<file path="config.mk">
export PLATFORM = sky130hd
export DESIGN_NAME = avi_infoframe_status_regs
export DESIGN_NICKNAME = d
export VERILOG_FILES = /design/src/include/avi_status_pkg.sv /design/src/logic/sticky_flags.sv /design/src/logic/repeat_decode.sv /design/src/logic/avi_infoframe_status_regs.sv
export SDC_FILE = /design/constraint.sdc
export NUM_CORES = 1
export LEC_CHECK = 0
export BUFFER_PORTS_ARGS = -buffer_cell sky130_fd_sc_hd__buf_2
export CAP_MARGIN = 10
export CORE_MARGIN = 5
export CORE_UTILIZATION = 55
export CTS_CLUSTER_SIZE = 14
export DETAILED_ROUTE_END_ITERATION = 8
export MAX_ROUTING_LAYER = met4
export PLACE_DENSITY = 0.81
export SLEW_MARGIN = 20
export SYNTH_ARGS = -nofsm -noshare
export SYNTH_HDL_FRONTEND = slang
export SYNTH_SLANG_ARGS = --single-unit
</file>
<file path="constraint.sdc">
create_clock -name CORE_CLK -period 4.08 [get_ports CORE_CLK]
set_clock_uncertainty 0.1 [all_clocks]
set_input_delay 0.612 -clock CORE_CLK [delete_from_list [all_inputs] [get_ports CORE_CLK]]
set_output_delay 0.612 -clock CORE_CLK [all_outputs]
set_load 0.01 [all_outputs]
</file>
<file path="src/include/avi_status_pkg.sv">
/*
  Constants for the video infoframe status register bank: register
  offsets, field widths and positions, code values and reset values.
  Assumes an 8-bit register port with byte offsets.
*/
package avi_status_pkg;

  // ==========================================================
  // Register port
  // ==========================================================
  localparam int ADDR_W = 8;
  localparam int DATA_W = 8;
  localparam logic [7:0] READ_IDLE = 8'h00;

  // ==========================================================
  // Register offsets
  // ==========================================================
  localparam logic [7:0] OFS_ASPECT = 8'h82;
  localparam logic [7:0] OFS_SCALING = 8'h83;
  localparam logic [7:0] OFS_FORMAT = 8'h84;
  localparam logic [7:0] OFS_REPEAT = 8'h85;
  localparam logic [7:0] OFS_TOPBAR_LO = 8'h86;
  localparam logic [7:0] OFS_FLAGS_A = 8'h87;
  localparam logic [7:0] OFS_TOPBAR_HI = 8'h88;
  localparam logic [7:0] OFS_FLAGS_B = 8'h8F;
  localparam logic [7:0] OFS_IRQ_STATUS = 8'hF0;
  localparam logic [7:0] OFS_IRQ_MASK = 8'hF1;

  // ==========================================================
  // Field widths
  // ==========================================================
  localparam int ASPECT_W = 4;
  localparam int SCALING_W = 2;
  localparam int FORMAT_W = 7;
  localparam int REPEAT_W = 4;
  localparam int TOPBAR_W = 16;
  localparam int FLAGS_W = 7;
  localparam int IRQ_W = 8;

  // ==========================================================
  // Code values
  // ==========================================================
  localparam logic [3:0] ASPECT_SAME = 4'h8;
  localparam logic [3:0] ASPECT_4_3 = 4'h9;
  localparam logic [3:0] ASPECT_16_9 = 4'hA;
  localparam logic [3:0] ASPECT_14_9 = 4'hB;
  localparam logic [1:0] SCALE_NONE = 2'h0;
  localparam logic [1:0] SCALE_HORIZ = 2'h1;
  localparam logic [1:0] SCALE_VERT = 2'h2;
  localparam logic [1:0] SCALE_BOTH = 2'h3;
  localparam logic [3:0] REPEAT_MAX = 4'h9;
  localparam logic [15:0] TOPBAR_NONE = 16'h0000;

  // ==========================================================
  // Change flag and interrupt bit positions
  // ==========================================================
  localparam int FLAG_VIDEO = 0;
  localparam int FLAG_AUDIO = 1;
  localparam int FLAG_SOURCE = 2;
  localparam int FLAG_MPEG = 3;
  localparam int FLAG_PROTECT = 4;
  localparam int IRQ_BAD_REPEAT = 7;

  // ==========================================================
  // Reset values
  // ==========================================================
  localparam logic [3:0] RST_ASPECT = 4'h0;
  localparam logic [1:0] RST_SCALING = 2'h0;
  localparam logic [6:0] RST_FORMAT = 7'h00;
  localparam logic [3:0] RST_REPEAT = 4'h0;
  localparam logic [15:0] RST_TOPBAR = 16'h0000;
  localparam logic [6:0] RST_FLAGS = 7'h00;
  localparam logic [7:0] RST_IRQ = 8'h00;
  localparam logic [7:0] RST_MASK = 8'h00;

endpackage

</file>
<file path="src/logic/sticky_flags.sv">
/*
  Bank of sticky flags: hardware pulses set bits, one clear strobe
  drops all of them at once. Assumes set and clear come from logic on
  the same clock.
*/
`timescale 1ns/1ps
`default_nettype none

module sticky_flags #(
  parameter int W = 7
) (
  // Clock and reset
  input wire logic clk,
  input wire logic rst_n,
  // Control
  input wire logic [W-1:0] set,
  input wire logic clr,
  // State
  output logic [W-1:0] flags
);

  logic [W-1:0] flags_q;
  logic [W-1:0] flags_d;

  // Set beats a clear landing in the same cycle
  always_comb begin
    flags_d = (flags_q & ~{W{clr}}) | set;
  end

  always_ff @(posedge clk or negedge rst_n) begin
    if (!rst_n) begin
      flags_q <= '0;
    end else begin
      flags_q <= flags_d;
    end
  end

  assign flags = flags_q;

endmodule

`default_nettype wire

</file>
<file path="src/logic/repeat_decode.sv">
/*
  Decodes a pixel repetition code into a send count. Pure logic;
  assumes the code is held stable by the caller.
*/
`timescale 1ns/1ps
`default_nettype none

module repeat_decode
  import avi_status_pkg::*;
(
  // Code in
  input wire logic [avi_status_pkg::REPEAT_W-1:0] code,
  // Decoded
  output logic valid,
  output logic [avi_status_pkg::REPEAT_W-1:0] times
);

  // Reserved codes report no count at all, never a wrapped one
  always_comb begin
    valid = (code <= REPEAT_MAX);
    times = '0;
    if (valid) begin
      times = code + 4'h1;
    end
  end

endmodule

`default_nettype wire

</file>
<file path="src/logic/avi_infoframe_status_regs.sv">
/*
  Status register bank for fields decoded from received video
  infoframes, plus the shared read-clear packet change flags and a
  masked interrupt. Assumes a packet receiver on the same clock that
  strobes a full set of decoded fields and pulses change events for
  the other packet types, and a register master that reads and
  writes with one-cycle strobes.
*/
// Local design decision: the strobed register port.
`timescale 1ns/1ps
`default_nettype none

module avi_infoframe_status_regs
  import avi_status_pkg::*;
(
  // Clock and reset
  input wire logic CORE_CLK,
  input wire logic RESET_N,
  // Register port
  input wire logic [avi_status_pkg::ADDR_W-1:0] ADDR,
  input wire logic [avi_status_pkg::DATA_W-1:0] WR_DATA,
  input wire logic WR_STB,
  input wire logic RD_STB,
  output logic [avi_status_pkg::DATA_W-1:0] RD_DATA,
  // Video infoframe from the packet receiver
  input wire logic VIF_STROBE,
  input wire logic [avi_status_pkg::ASPECT_W-1:0] VIF_ASPECT,
  input wire logic [avi_status_pkg::SCALING_W-1:0] VIF_SCALING,
  input wire logic [avi_status_pkg::FORMAT_W-1:0] VIF_FORMAT,
  input wire logic [avi_status_pkg::REPEAT_W-1:0] VIF_REPEAT,
  input wire logic [avi_status_pkg::TOPBAR_W-1:0] VIF_TOP_BAR,
  // Change events of the other packet types, bits 6:1
  input wire logic [avi_status_pkg::FLAGS_W-1:1] PKT_CHANGE,
  // Decoded fields
  output logic [avi_status_pkg::ASPECT_W-1:0] ASPECT_CODE,
  output logic ASPECT_KNOWN,
  output logic [avi_status_pkg::SCALING_W-1:0] SCALING_CODE,
  output logic SCALED_HORIZ,
  output logic SCALED_VERT,
  output logic [avi_status_pkg::FORMAT_W-1:0] FORMAT_CODE,
  output logic [avi_status_pkg::REPEAT_W-1:0] REPEAT_TIMES,
  output logic REPEAT_VALID,
  output logic [avi_status_pkg::TOPBAR_W-1:0] TOP_BAR_LINE,
  output logic NO_TOP_BAR,
  // Flags and interrupt
  output logic [avi_status_pkg::FLAGS_W-1:0] CHANGE_FLAGS,
  output logic IRQ
);

  // ==========================================================
  // Helpers
  // ==========================================================
  function automatic logic aspect_known(input logic [3:0] code);
    aspect_known = (code == ASPECT_SAME) || (code == ASPECT_4_3) ||
                   (code == ASPECT_16_9) || (code == ASPECT_14_9);
  endfunction

  function automatic logic hit(input logic [7:0] a,
                               input logic [7:0] ofs);
    hit = (a == ofs);
  endfunction

  // ==========================================================
  // Field holding registers
  // ==========================================================
  logic [ASPECT_W-1:0] aspect_q;
  logic [ASPECT_W-1:0] aspect_d;
  logic [SCALING_W-1:0] scaling_q;
  logic [SCALING_W-1:0] scaling_d;
  logic [FORMAT_W-1:0] format_q;
  logic [FORMAT_W-1:0] format_d;
  logic [REPEAT_W-1:0] repeat_q;
  logic [REPEAT_W-1:0] repeat_d;
  logic [TOPBAR_W-1:0] topbar_q;
  logic [TOPBAR_W-1:0] topbar_d;
  logic vif_differs;

  // Any field differing from what is held marks a content change
  always_comb begin
    vif_differs = (VIF_ASPECT != aspect_q) ||
                  (VIF_SCALING != scaling_q) ||
                  (VIF_FORMAT != format_q) ||
                  (VIF_REPEAT != repeat_q) ||
                  (VIF_TOP_BAR != topbar_q);
  end

  always_comb begin
    aspect_d = aspect_q;
    scaling_d = scaling_q;
    format_d = format_q;
    repeat_d = repeat_q;
    topbar_d = topbar_q;
    if (VIF_STROBE) begin
      aspect_d = VIF_ASPECT;
      scaling_d = VIF_SCALING;
      format_d = VIF_FORMAT;
      repeat_d = VIF_REPEAT;
      topbar_d = VIF_TOP_BAR;
    end
  end

  always_ff @(posedge CORE_CLK or negedge RESET_N) begin
    if (!RESET_N) begin
      aspect_q <= RST_ASPECT;
      scaling_q <= RST_SCALING;
      format_q <= RST_FORMAT;
      repeat_q <= RST_REPEAT;
      topbar_q <= RST_TOPBAR;
    end else begin
      aspect_q <= aspect_d;
      scaling_q <= scaling_d;
      format_q <= format_d;
      repeat_q <= repeat_d;
      topbar_q <= topbar_d;
    end
  end

  // ==========================================================
  // Repetition decode
  // ==========================================================
  logic rep_valid;
  logic [REPEAT_W-1:0] rep_times;
  logic in_rep_valid;

  // Decodes the next held code so the count lands with the field
  repeat_decode u_rep_held (
    .code (repeat_d),
    .valid (rep_valid),
    .times (rep_times)
  );

  // Checks the incoming code so a reserved one can raise an event
  repeat_decode u_rep_in (
    .code (VIF_REPEAT),
    .valid (in_rep_valid),
    .times ()
  );

  // ==========================================================
  // Register port decode
  // ==========================================================
  logic rd_flags;
  logic rd_irq;
  logic rd_topbar_lo;
  logic rd_topbar_hi;
  logic wr_mask;

  always_comb begin
    rd_flags = RD_STB && (hit(ADDR, OFS_FLAGS_A) ||
                          hit(ADDR, OFS_FLAGS_B));
    rd_irq = RD_STB && hit(ADDR, OFS_IRQ_STATUS);
    rd_topbar_lo = RD_STB && hit(ADDR, OFS_TOPBAR_LO);
    rd_topbar_hi = RD_STB && hit(ADDR, OFS_TOPBAR_HI);
    wr_mask = WR_STB && hit(ADDR, OFS_IRQ_MASK);
  end

  // ==========================================================
  // Packet change flags
  // ==========================================================
  logic [FLAGS_W-1:0] change_set;
  logic [FLAGS_W-1:0] flags;

  always_comb begin
    change_set = {PKT_CHANGE, 1'b0};
    change_set[FLAG_VIDEO] = VIF_STROBE && vif_differs;
  end

  // One bank feeds every copy, so copies cannot disagree
  sticky_flags #(
    .W (FLAGS_W)
  ) u_change_flags (
    .clk (CORE_CLK),
    .rst_n (RESET_N),
    .set (change_set),
    .clr (rd_flags),
    .flags (flags)
  );

  // ==========================================================
  // Interrupt status and mask
  // ==========================================================
  logic [IRQ_W-1:0] irq_set;
  logic [IRQ_W-1:0] irq_status;
  logic [IRQ_W-1:0] mask_q;
  logic [IRQ_W-1:0] mask_d;
  logic irq_q;
  logic irq_d;

  always_comb begin
    irq_set = {1'b0, change_set};
    irq_set[IRQ_BAD_REPEAT] = VIF_STROBE && !in_rep_valid;
  end

  sticky_flags #(
    .W (IRQ_W)
  ) u_irq_status (
    .clk (CORE_CLK),
    .rst_n (RESET_N),
    .set (irq_set),
    .clr (rd_irq),
    .flags (irq_status)
  );

  always_comb begin
    mask_d = mask_q;
    if (wr_mask) begin
      mask_d = WR_DATA;
    end
    irq_d = |(irq_status & mask_q);
  end

  always_ff @(posedge CORE_CLK or negedge RESET_N) begin
    if (!RESET_N) begin
      mask_q <= RST_MASK;
      irq_q <= 1'b0;
    end else begin
      mask_q <= mask_d;
      irq_q <= irq_d;
    end
  end

  // ==========================================================
  // Top-bar pairing
  // ==========================================================
  // Reading the low byte freezes the high byte, so a new infoframe
  // landing between the two reads cannot tear the 16-bit value.
  logic [7:0] hi_snap_q;
  logic [7:0] hi_snap_d;
  logic snap_vld_q;
  logic snap_vld_d;
  logic [7:0] topbar_hi_view;

  always_comb begin
    hi_snap_d = hi_snap_q;
    snap_vld_d = snap_vld_q;
    if (rd_topbar_lo) begin
      hi_snap_d = topbar_q[15:8];
      snap_vld_d = 1'b1;
    end else if (rd_topbar_hi) begin
      snap_vld_d = 1'b0;
    end
    topbar_hi_view = snap_vld_q ? hi_snap_q : topbar_q[15:8];
  end

  always_ff @(posedge CORE_CLK or negedge RESET_N) begin
    if (!RESET_N) begin
      hi_snap_q <= 8'h00;
      snap_vld_q <= 1'b0;
    end else begin
      hi_snap_q <= hi_snap_d;
      snap_vld_q <= snap_vld_d;
    end
  end

  // ==========================================================
  // Read data
  // ==========================================================
  logic [DATA_W-1:0] rdata_q;
  logic [DATA_W-1:0] rdata_d;

  // Data stand only in the cycle after the strobe; zero otherwise
  always_comb begin
    rdata_d = READ_IDLE;
    if (RD_STB) begin
      unique case (ADDR)
        OFS_ASPECT: rdata_d = {4'h0, aspect_q};
        OFS_SCALING: rdata_d = {6'h00, scaling_q};
        OFS_FORMAT: rdata_d = {1'b0, format_q};
        OFS_REPEAT: rdata_d = {4'h0, repeat_q};
        OFS_TOPBAR_LO: rdata_d = topbar_q[7:0];
        OFS_TOPBAR_HI: rdata_d = topbar_hi_view;
        OFS_FLAGS_A: rdata_d = {1'b0, flags};
        OFS_FLAGS_B: rdata_d = {1'b0, flags};
        OFS_IRQ_STATUS: rdata_d = irq_status;
        OFS_IRQ_MASK: rdata_d = mask_q;
        default: rdata_d = READ_IDLE;
      endcase
    end
  end

  always_ff @(posedge CORE_CLK or negedge RESET_N) begin
    if (!RESET_N) begin
      rdata_q <= READ_IDLE;
    end else begin
      rdata_q <= rdata_d;
    end
  end

  // ==========================================================
  // Decoded field outputs
  // ==========================================================
  logic known_q;
  logic known_d;
  logic no_bar_q;
  logic no_bar_d;
  logic [REPEAT_W-1:0] times_q;
  logic [REPEAT_W-1:0] times_d;
  logic rvalid_q;
  logic rvalid_d;

  always_comb begin
    known_d = aspect_known(aspect_d);
    no_bar_d = (topbar_d == TOPBAR_NONE);
    times_d = rep_times;
    rvalid_d = rep_valid;
  end

  always_ff @(posedge CORE_CLK or negedge RESET_N) begin
    if (!RESET_N) begin
      known_q <= 1'b0;
      no_bar_q <= 1'b1;
      times_q <= 4'h0;
      rvalid_q <= 1'b0;
    end else begin
      known_q <= known_d;
      no_bar_q <= no_bar_d;
      times_q <= times_d;
      rvalid_q <= rvalid_d;
    end
  end

  assign RD_DATA = rdata_q;
  assign ASPECT_CODE = aspect_q;
  assign ASPECT_KNOWN = known_q;
  assign SCALING_CODE = scaling_q;
  assign SCALED_HORIZ = scaling_q[0];
  assign SCALED_VERT = scaling_q[1];
  assign FORMAT_CODE = format_q;
  assign REPEAT_TIMES = times_q;
  assign REPEAT_VALID = rvalid_q;
  assign TOP_BAR_LINE = topbar_q;
  assign NO_TOP_BAR = no_bar_q;
  assign CHANGE_FLAGS = flags;
  assign IRQ = irq_q;

endmodule

`default_nettype wire

</file>
# Word level (Yosys, flattened, before mapping)
# Cells that the tools add are included.
[classes] magnitude_cmp=2 addsub=1 n_bitwise=7 mux=9 eq_ne=19 reduce_logical=20
[op_table] cell="$eq 8x8->1 const B" n=10
[op_table] cell="$pmux 8 s9" n=1
[op_table] cell="$and 8x8->8" n=2
[op_table] cell="$eq 4x4->1 const B" n=4
[op_table] cell="$logic_not 16->1" n=1
[op_table] cell="$mux 16" n=1
[op_table] cell="$mux 8" n=2
[op_table] cell="$ne 16x16->1" n=1
[op_table] cell="$mux 4" n=3
[op_table] cell="$le 4x4->1 const B" n=2
[op_table] cell="$logic_or 1x1->1" n=8
[op_table] cell="$ne 4x4->1" n=2
[op_table] cell="$not 8->8" n=1
[op_table] cell="$or 8x8->8" n=1
[op_table] cell="$reduce_or 8->1" n=1
[op_table] cell="$and 7x7->7" n=1
[op_table] cell="$logic_and 1x1->1" n=7
[op_table] cell="$ne 7x7->1" n=1
[op_table] cell="$not 7->7" n=1
[op_table] cell="$or 7x7->7" n=1
[op_table] cell="$add 4x1->4 const B" n=1
[op_table] cell="$mux 1" n=2
[op_table] cell="$ne 2x2->1" n=1
[op_table] cell="$reduce_bool 2->1" n=1
[op_table] cell="other kinds (2)" n=2
[totals] ff_bits=81 word_cells=74 output_inout_bits=54 inputBits=60

# Logic depth before layout (Yosys ltp)
[depth] ltp_word=7 depth_mapped=9 mapped_depth_nobuf=7

# By module
# A second synthesis with hierarchy kept.
[unflattened] hier_cells=359 hier_area_um2=4359.2
[by_module_without_submodules] mod="avi_infoframe_status_regs" seq_area_each_um2=1652.8 cells_per_inst=297 n_inst=1 area_per_inst_um2=3595.9
[by_module_without_submodules] mod="repeat_decode" seq_area_each_um2=0.0 cells_per_inst=15 n_inst=2 area_per_inst_um2=133.9
[by_module_without_submodules] mod="sticky_flags at u_irq_status" seq_area_each_um2=200.2 cells_per_inst=17 n_inst=1 area_per_inst_um2=264.0
[by_module_without_submodules] mod="sticky_flags at u_change_flags" seq_area_each_um2=175.2 cells_per_inst=15 n_inst=1 area_per_inst_um2=231.5

# Worst setup path after synthesis
# No wires, ideal clock.
[synth_path] path_kind="in2reg" startpoint="in ADDR[4] in the netlist's numbering" endpoint="reg hi_snap_q[0]" n_path_buf=2 arrival_time_ns=2.227 setup_time_ns=0.125 setup_slack_ns=1.628 path_stages=6 t_required_ns=3.855 path_cell_list="or4b_1 > buf_2 > nor3b_4 > and3_1 > buf_6 > mux2_2"
[synth_between] elab_chain_len=2
[synth_lines] element="from (decl)" line_no="avi_infoframe_status_regs.sv:20" rtl="input wire logic [avi_status_pkg::ADDR_W-1:0] ADDR,"
[synth_lines] element="$eq 8x8->1" line_no="avi_infoframe_status_regs.sv:60" rtl="hit = (a == ofs);"
[synth_lines] element="$logic_and 1x1->1" line_no="avi_infoframe_status_regs.sv:152" rtl="rd_topbar_lo = RD_STB && hit(ADDR, OFS_TOPBAR_LO);"
[synth_lines] element="to (signal assigned)" line_no="avi_infoframe_status_regs.sv:250" rtl="hi_snap_q <= hi_snap_d;"
[synth_lines] element="to (decl)" line_no="avi_infoframe_status_regs.sv:227" rtl="logic [7:0] hi_snap_q;"
# No other way between the ends.
# A chain may end at the register's enable or synchronous reset.

# Worst setup path in the final report
[layout_path] startpoint="in ADDR[4] in the netlist's numbering" endpoint="reg hi_snap_q[6]"
# The elaborated chain is that of the path after synthesis.

==> summary.txt <==
Power and ir drop
  – P_int: 1.33 mW
  – Maximum VDD drop: 235 uV
  – Sequential group share of total power: 0.500
  – Combinational Power Share: 0.162
  – Net Switching: 0.514 mW
  – Clock share of power: 0.337
  – Sw frac: 0.279
  – PwrDens: 381 nW/um^2
  – Leak pwr: 2.20 nW

Clock network
  – CTS max path bufs: 2
  – Htree depth: 3
  – Hold Buf Count CTS: 0
  – CTS root buffer: clkbuf_8
  – Clk sinks: 81
  – Clk_lat worst skew: 0.36 ns
  – CTS tree: yes
  – CTS resizes: 0
  – CTS Buf Count: 9
  – Post-CTS setup repair buffer count: 0
  – Clk pin slew, worst setup/hold paths: 0.08 ns

Die
  – # rows: 31
  – Starting density of the core: 0.558
  – Num ports: 114
  – Core ar.: 7180 sq um
  – Die area: 9080 sq um
  – Die X: 95.3 microns
  – Vert. Die Dim: 95.3 microns

Run status
  – Status: finished clean

Final layout
  – Most common cell after layout, fill and taps aside: buf_2
  – ANT cells: 0
  – Layout Cells excl Fill: 552
  – Final net count: 511
  – Share of cells above drive strength 1: 0.411
  – Commonest cells after routing, fill and taps aside: buf_2, dfrtp_1, mux2_2
  – Area growth from synthesis to layout: 20.8%

Global route
  – Antenna violations before repair: 0
  – Grt ovf: 0
  – Total track usage: 0.253
  – First-pass GRT wire length: 16,400 microns
  – Number of global-route vias before repair: 3,188
  – Largest net degree at the start of global routing: 82

Detailed routing
  – WL/cell: 19.4 microns
  – DRC violations left: 0
  – Routed vias: 3,165
  – Final wirelength: 10,700 microns
  – Via/cell ratio: 5.73
  – Router iterations before antenna repair: 5
  – Initial DRC Count: 199
  – Post-route ant nets: 0

STA
  – Worst-Margin Slew: 0.860 ns
  – Slew HR: 0.422
  – Final Hold Viols: 0
  – Min Hold Slack: 0.188 ns
  – Final min period: 2.52 ns
  – Final setup fails: 0
  – Setup TNS: 0 ns
  – RSZ-0062 raised after global routing: false
  – Fin. max-slew vios: 0
  – Crit share post-route: 0.617
  – Fmax: 0.397 GHz

Critical path
  – Arrival time worst endpoint: 2.66 ns
  – CP Capture Type: flop
  – Startpoint Class: primary input
  – Bufs and invs on worst path: 1
  – Cell at the slowest stage of the critical path: or4b_1
  – Crit path cell chain: buf_2 > or4b_1 > nor3b_4 > and3_1 > mux2_2
  – Setup CP Type: primary input to flop
  – WP data required: 4.23 ns
  – Max incr delay on CP: 0.65 ns
  – CP top delay family: simple AND/OR/NAND/NOR gates
  – Crit path max fanout: 9

Yosys
  – Seq/Total Area, Yosys: 0.507
  – Mean Syn Cell Area: 11.8 sq um
  – Simple-Gate Fraction of Synth Area: 0.101
  – Adder-Cell Fraction of Synth Area: 0.00938
  – Mux cell area share after synthesis: 0.174
  – Syn_nets: 403
  – Post-synthesis xor/xnor area fraction: 0.0744
  – Synthesis Warnings: 0
  – Compound-Gate Fraction of Synth Area: 0.108
  – Synth unique cells: 48
  – Primary FF master, synth: dfrtp_1
  – Number of synthesized flops with an enable pin: 0
  – Main combinational cell family by area after synthesis: multiplexers
  – Post-Syn Instances: 340
  – Async SR Flop Fraction: 1.00
  – Seq cells post-synth: 81
  – Synthesized cell area: 4000 sq um

Placement
  – RePlAce Congestion: 0.885
  – Dpl cells: 536
  – DP HPWL: 8010 microns
  – PortBufs: 113

Hold path
  – Worst Hold Class: primary input to async pin

Job
  – Max-Cap Viols: 0
## logic make-up (layout without fill, tap and decap cells)
logic type | after synthesis | in the layout
compound gates | 62 | 62
xor+xnor | 34 | 34
fa+ha+maj | 3 | 3
buf+inv | 23 | 136
flops | 81 | 81
mux | 63 | 63
simple gates | 74 | 74
## final timing paths
check / startpoint / slack (ns) / to / depth (start not counted)
setup / recovery: ADDR[4] / 1.56 / hi_snap_q[6] / 5
hold / removal: RESET_N / 0.19 / u_change_flags.flags[1] / 1
setup reg to reg: TOP_BAR_LINE[13] / 2.25 / u_change_flags.flags[0] / 5
hold reg to reg: u_irq_status.flags[1] / 0.41 / u_irq_status.flags[1] / 1
max in group asynchronous: RESET_N / 3.22 / hi_snap_q[4] / 1
min in group CORE_CLK: PKT_CHANGE[1] / 0.35 / u_irq_status.flags[1] / 2
## metrics by stage
| stage | util | setup slack (ns) | instance area (sq um) | power (mW) |
|---|---|---|---|---|
| after floorplan | - | 1.63 | 4000 | 1.08 |
| after global placement | 0.643 | 1.25 | 4610 | 1.22 |
| after detailed placement | 0.643 | 1.20 | 4610 | 1.23 |
| after CTS | 0.673 | 1.58 | 4830 | 1.85 |
| after global routing | 0.674 | 1.48 | 4830 | 1.93 |
| final | 0.674 | 1.56 | 4830 | 1.84 |
## worst reg2reg max path, delay by kind of cell (launching register included)
family	cells	cell delay [ns]
AO/OA/AOI/OAI	1	0.32
XOR/XNOR	1	0.17
flip-flops	1	0.47
AND/OR/NAND/NOR	3	0.64
## cell type report
cell class	count	area [sq um]
Sequential cell	81	2030
Clock inverter	4	50.0
Timing Repair Buffer	114	579
Fill cell	593	2340
Clock buffer	12	165
Inverter	6	22.5
Tap cell	99	124
Multi-Input combinational cell	236	1860
## Yosys cell counts, types with 8 or more instances
cell type   n  area [sq um]
nor4_1     12          75.1
mux2_2     51           574
nand2_1    18          67.6
dfrtp_1    80          2000
a21oi_1     8          40.0
a21o_1     13          97.6
mux2i_1    12           120
xor2_1     30           263
nor2_1     13          48.8
o21ai_0     9          45.0
a22oi_1     9          67.6
## sequential cells by signal (all words and copies together) (netlist names), 2 cells and up
| register | cells |
|---|---|
| SCALING_CODE | 2 |
| u_change_flags.flags | 7 |
| hi_snap_q | 8 |
| u_irq_status.flags | 8 |
| mask_q | 8 |
| repeat_q | 4 |
| FORMAT_CODE | 7 |
| REPEAT_TIMES | 4 |
| ASPECT_CODE | 4 |
| TOP_BAR_LINE | 16 |
| RD_DATA | 8 |
## routing by layer
layer	wire, microns	global-route usage
met2	5210	0.397
met3	839	0.0355
met1	4500	0.340
met4	162	0.0829
met5	0	-
## power groups by stage
stage	logic (mW)	clock network, mW	registers [mW]
final	0.299	0.621	0.921
after global routing	0.327	0.671	0.928
after CTS	0.301	0.626	0.920
after detailed placement	0.298	0	0.934
after global placement	0.293	0	0.931
after floorplan	0.152	0	0.933
Power figures use the tool's default switching activity.
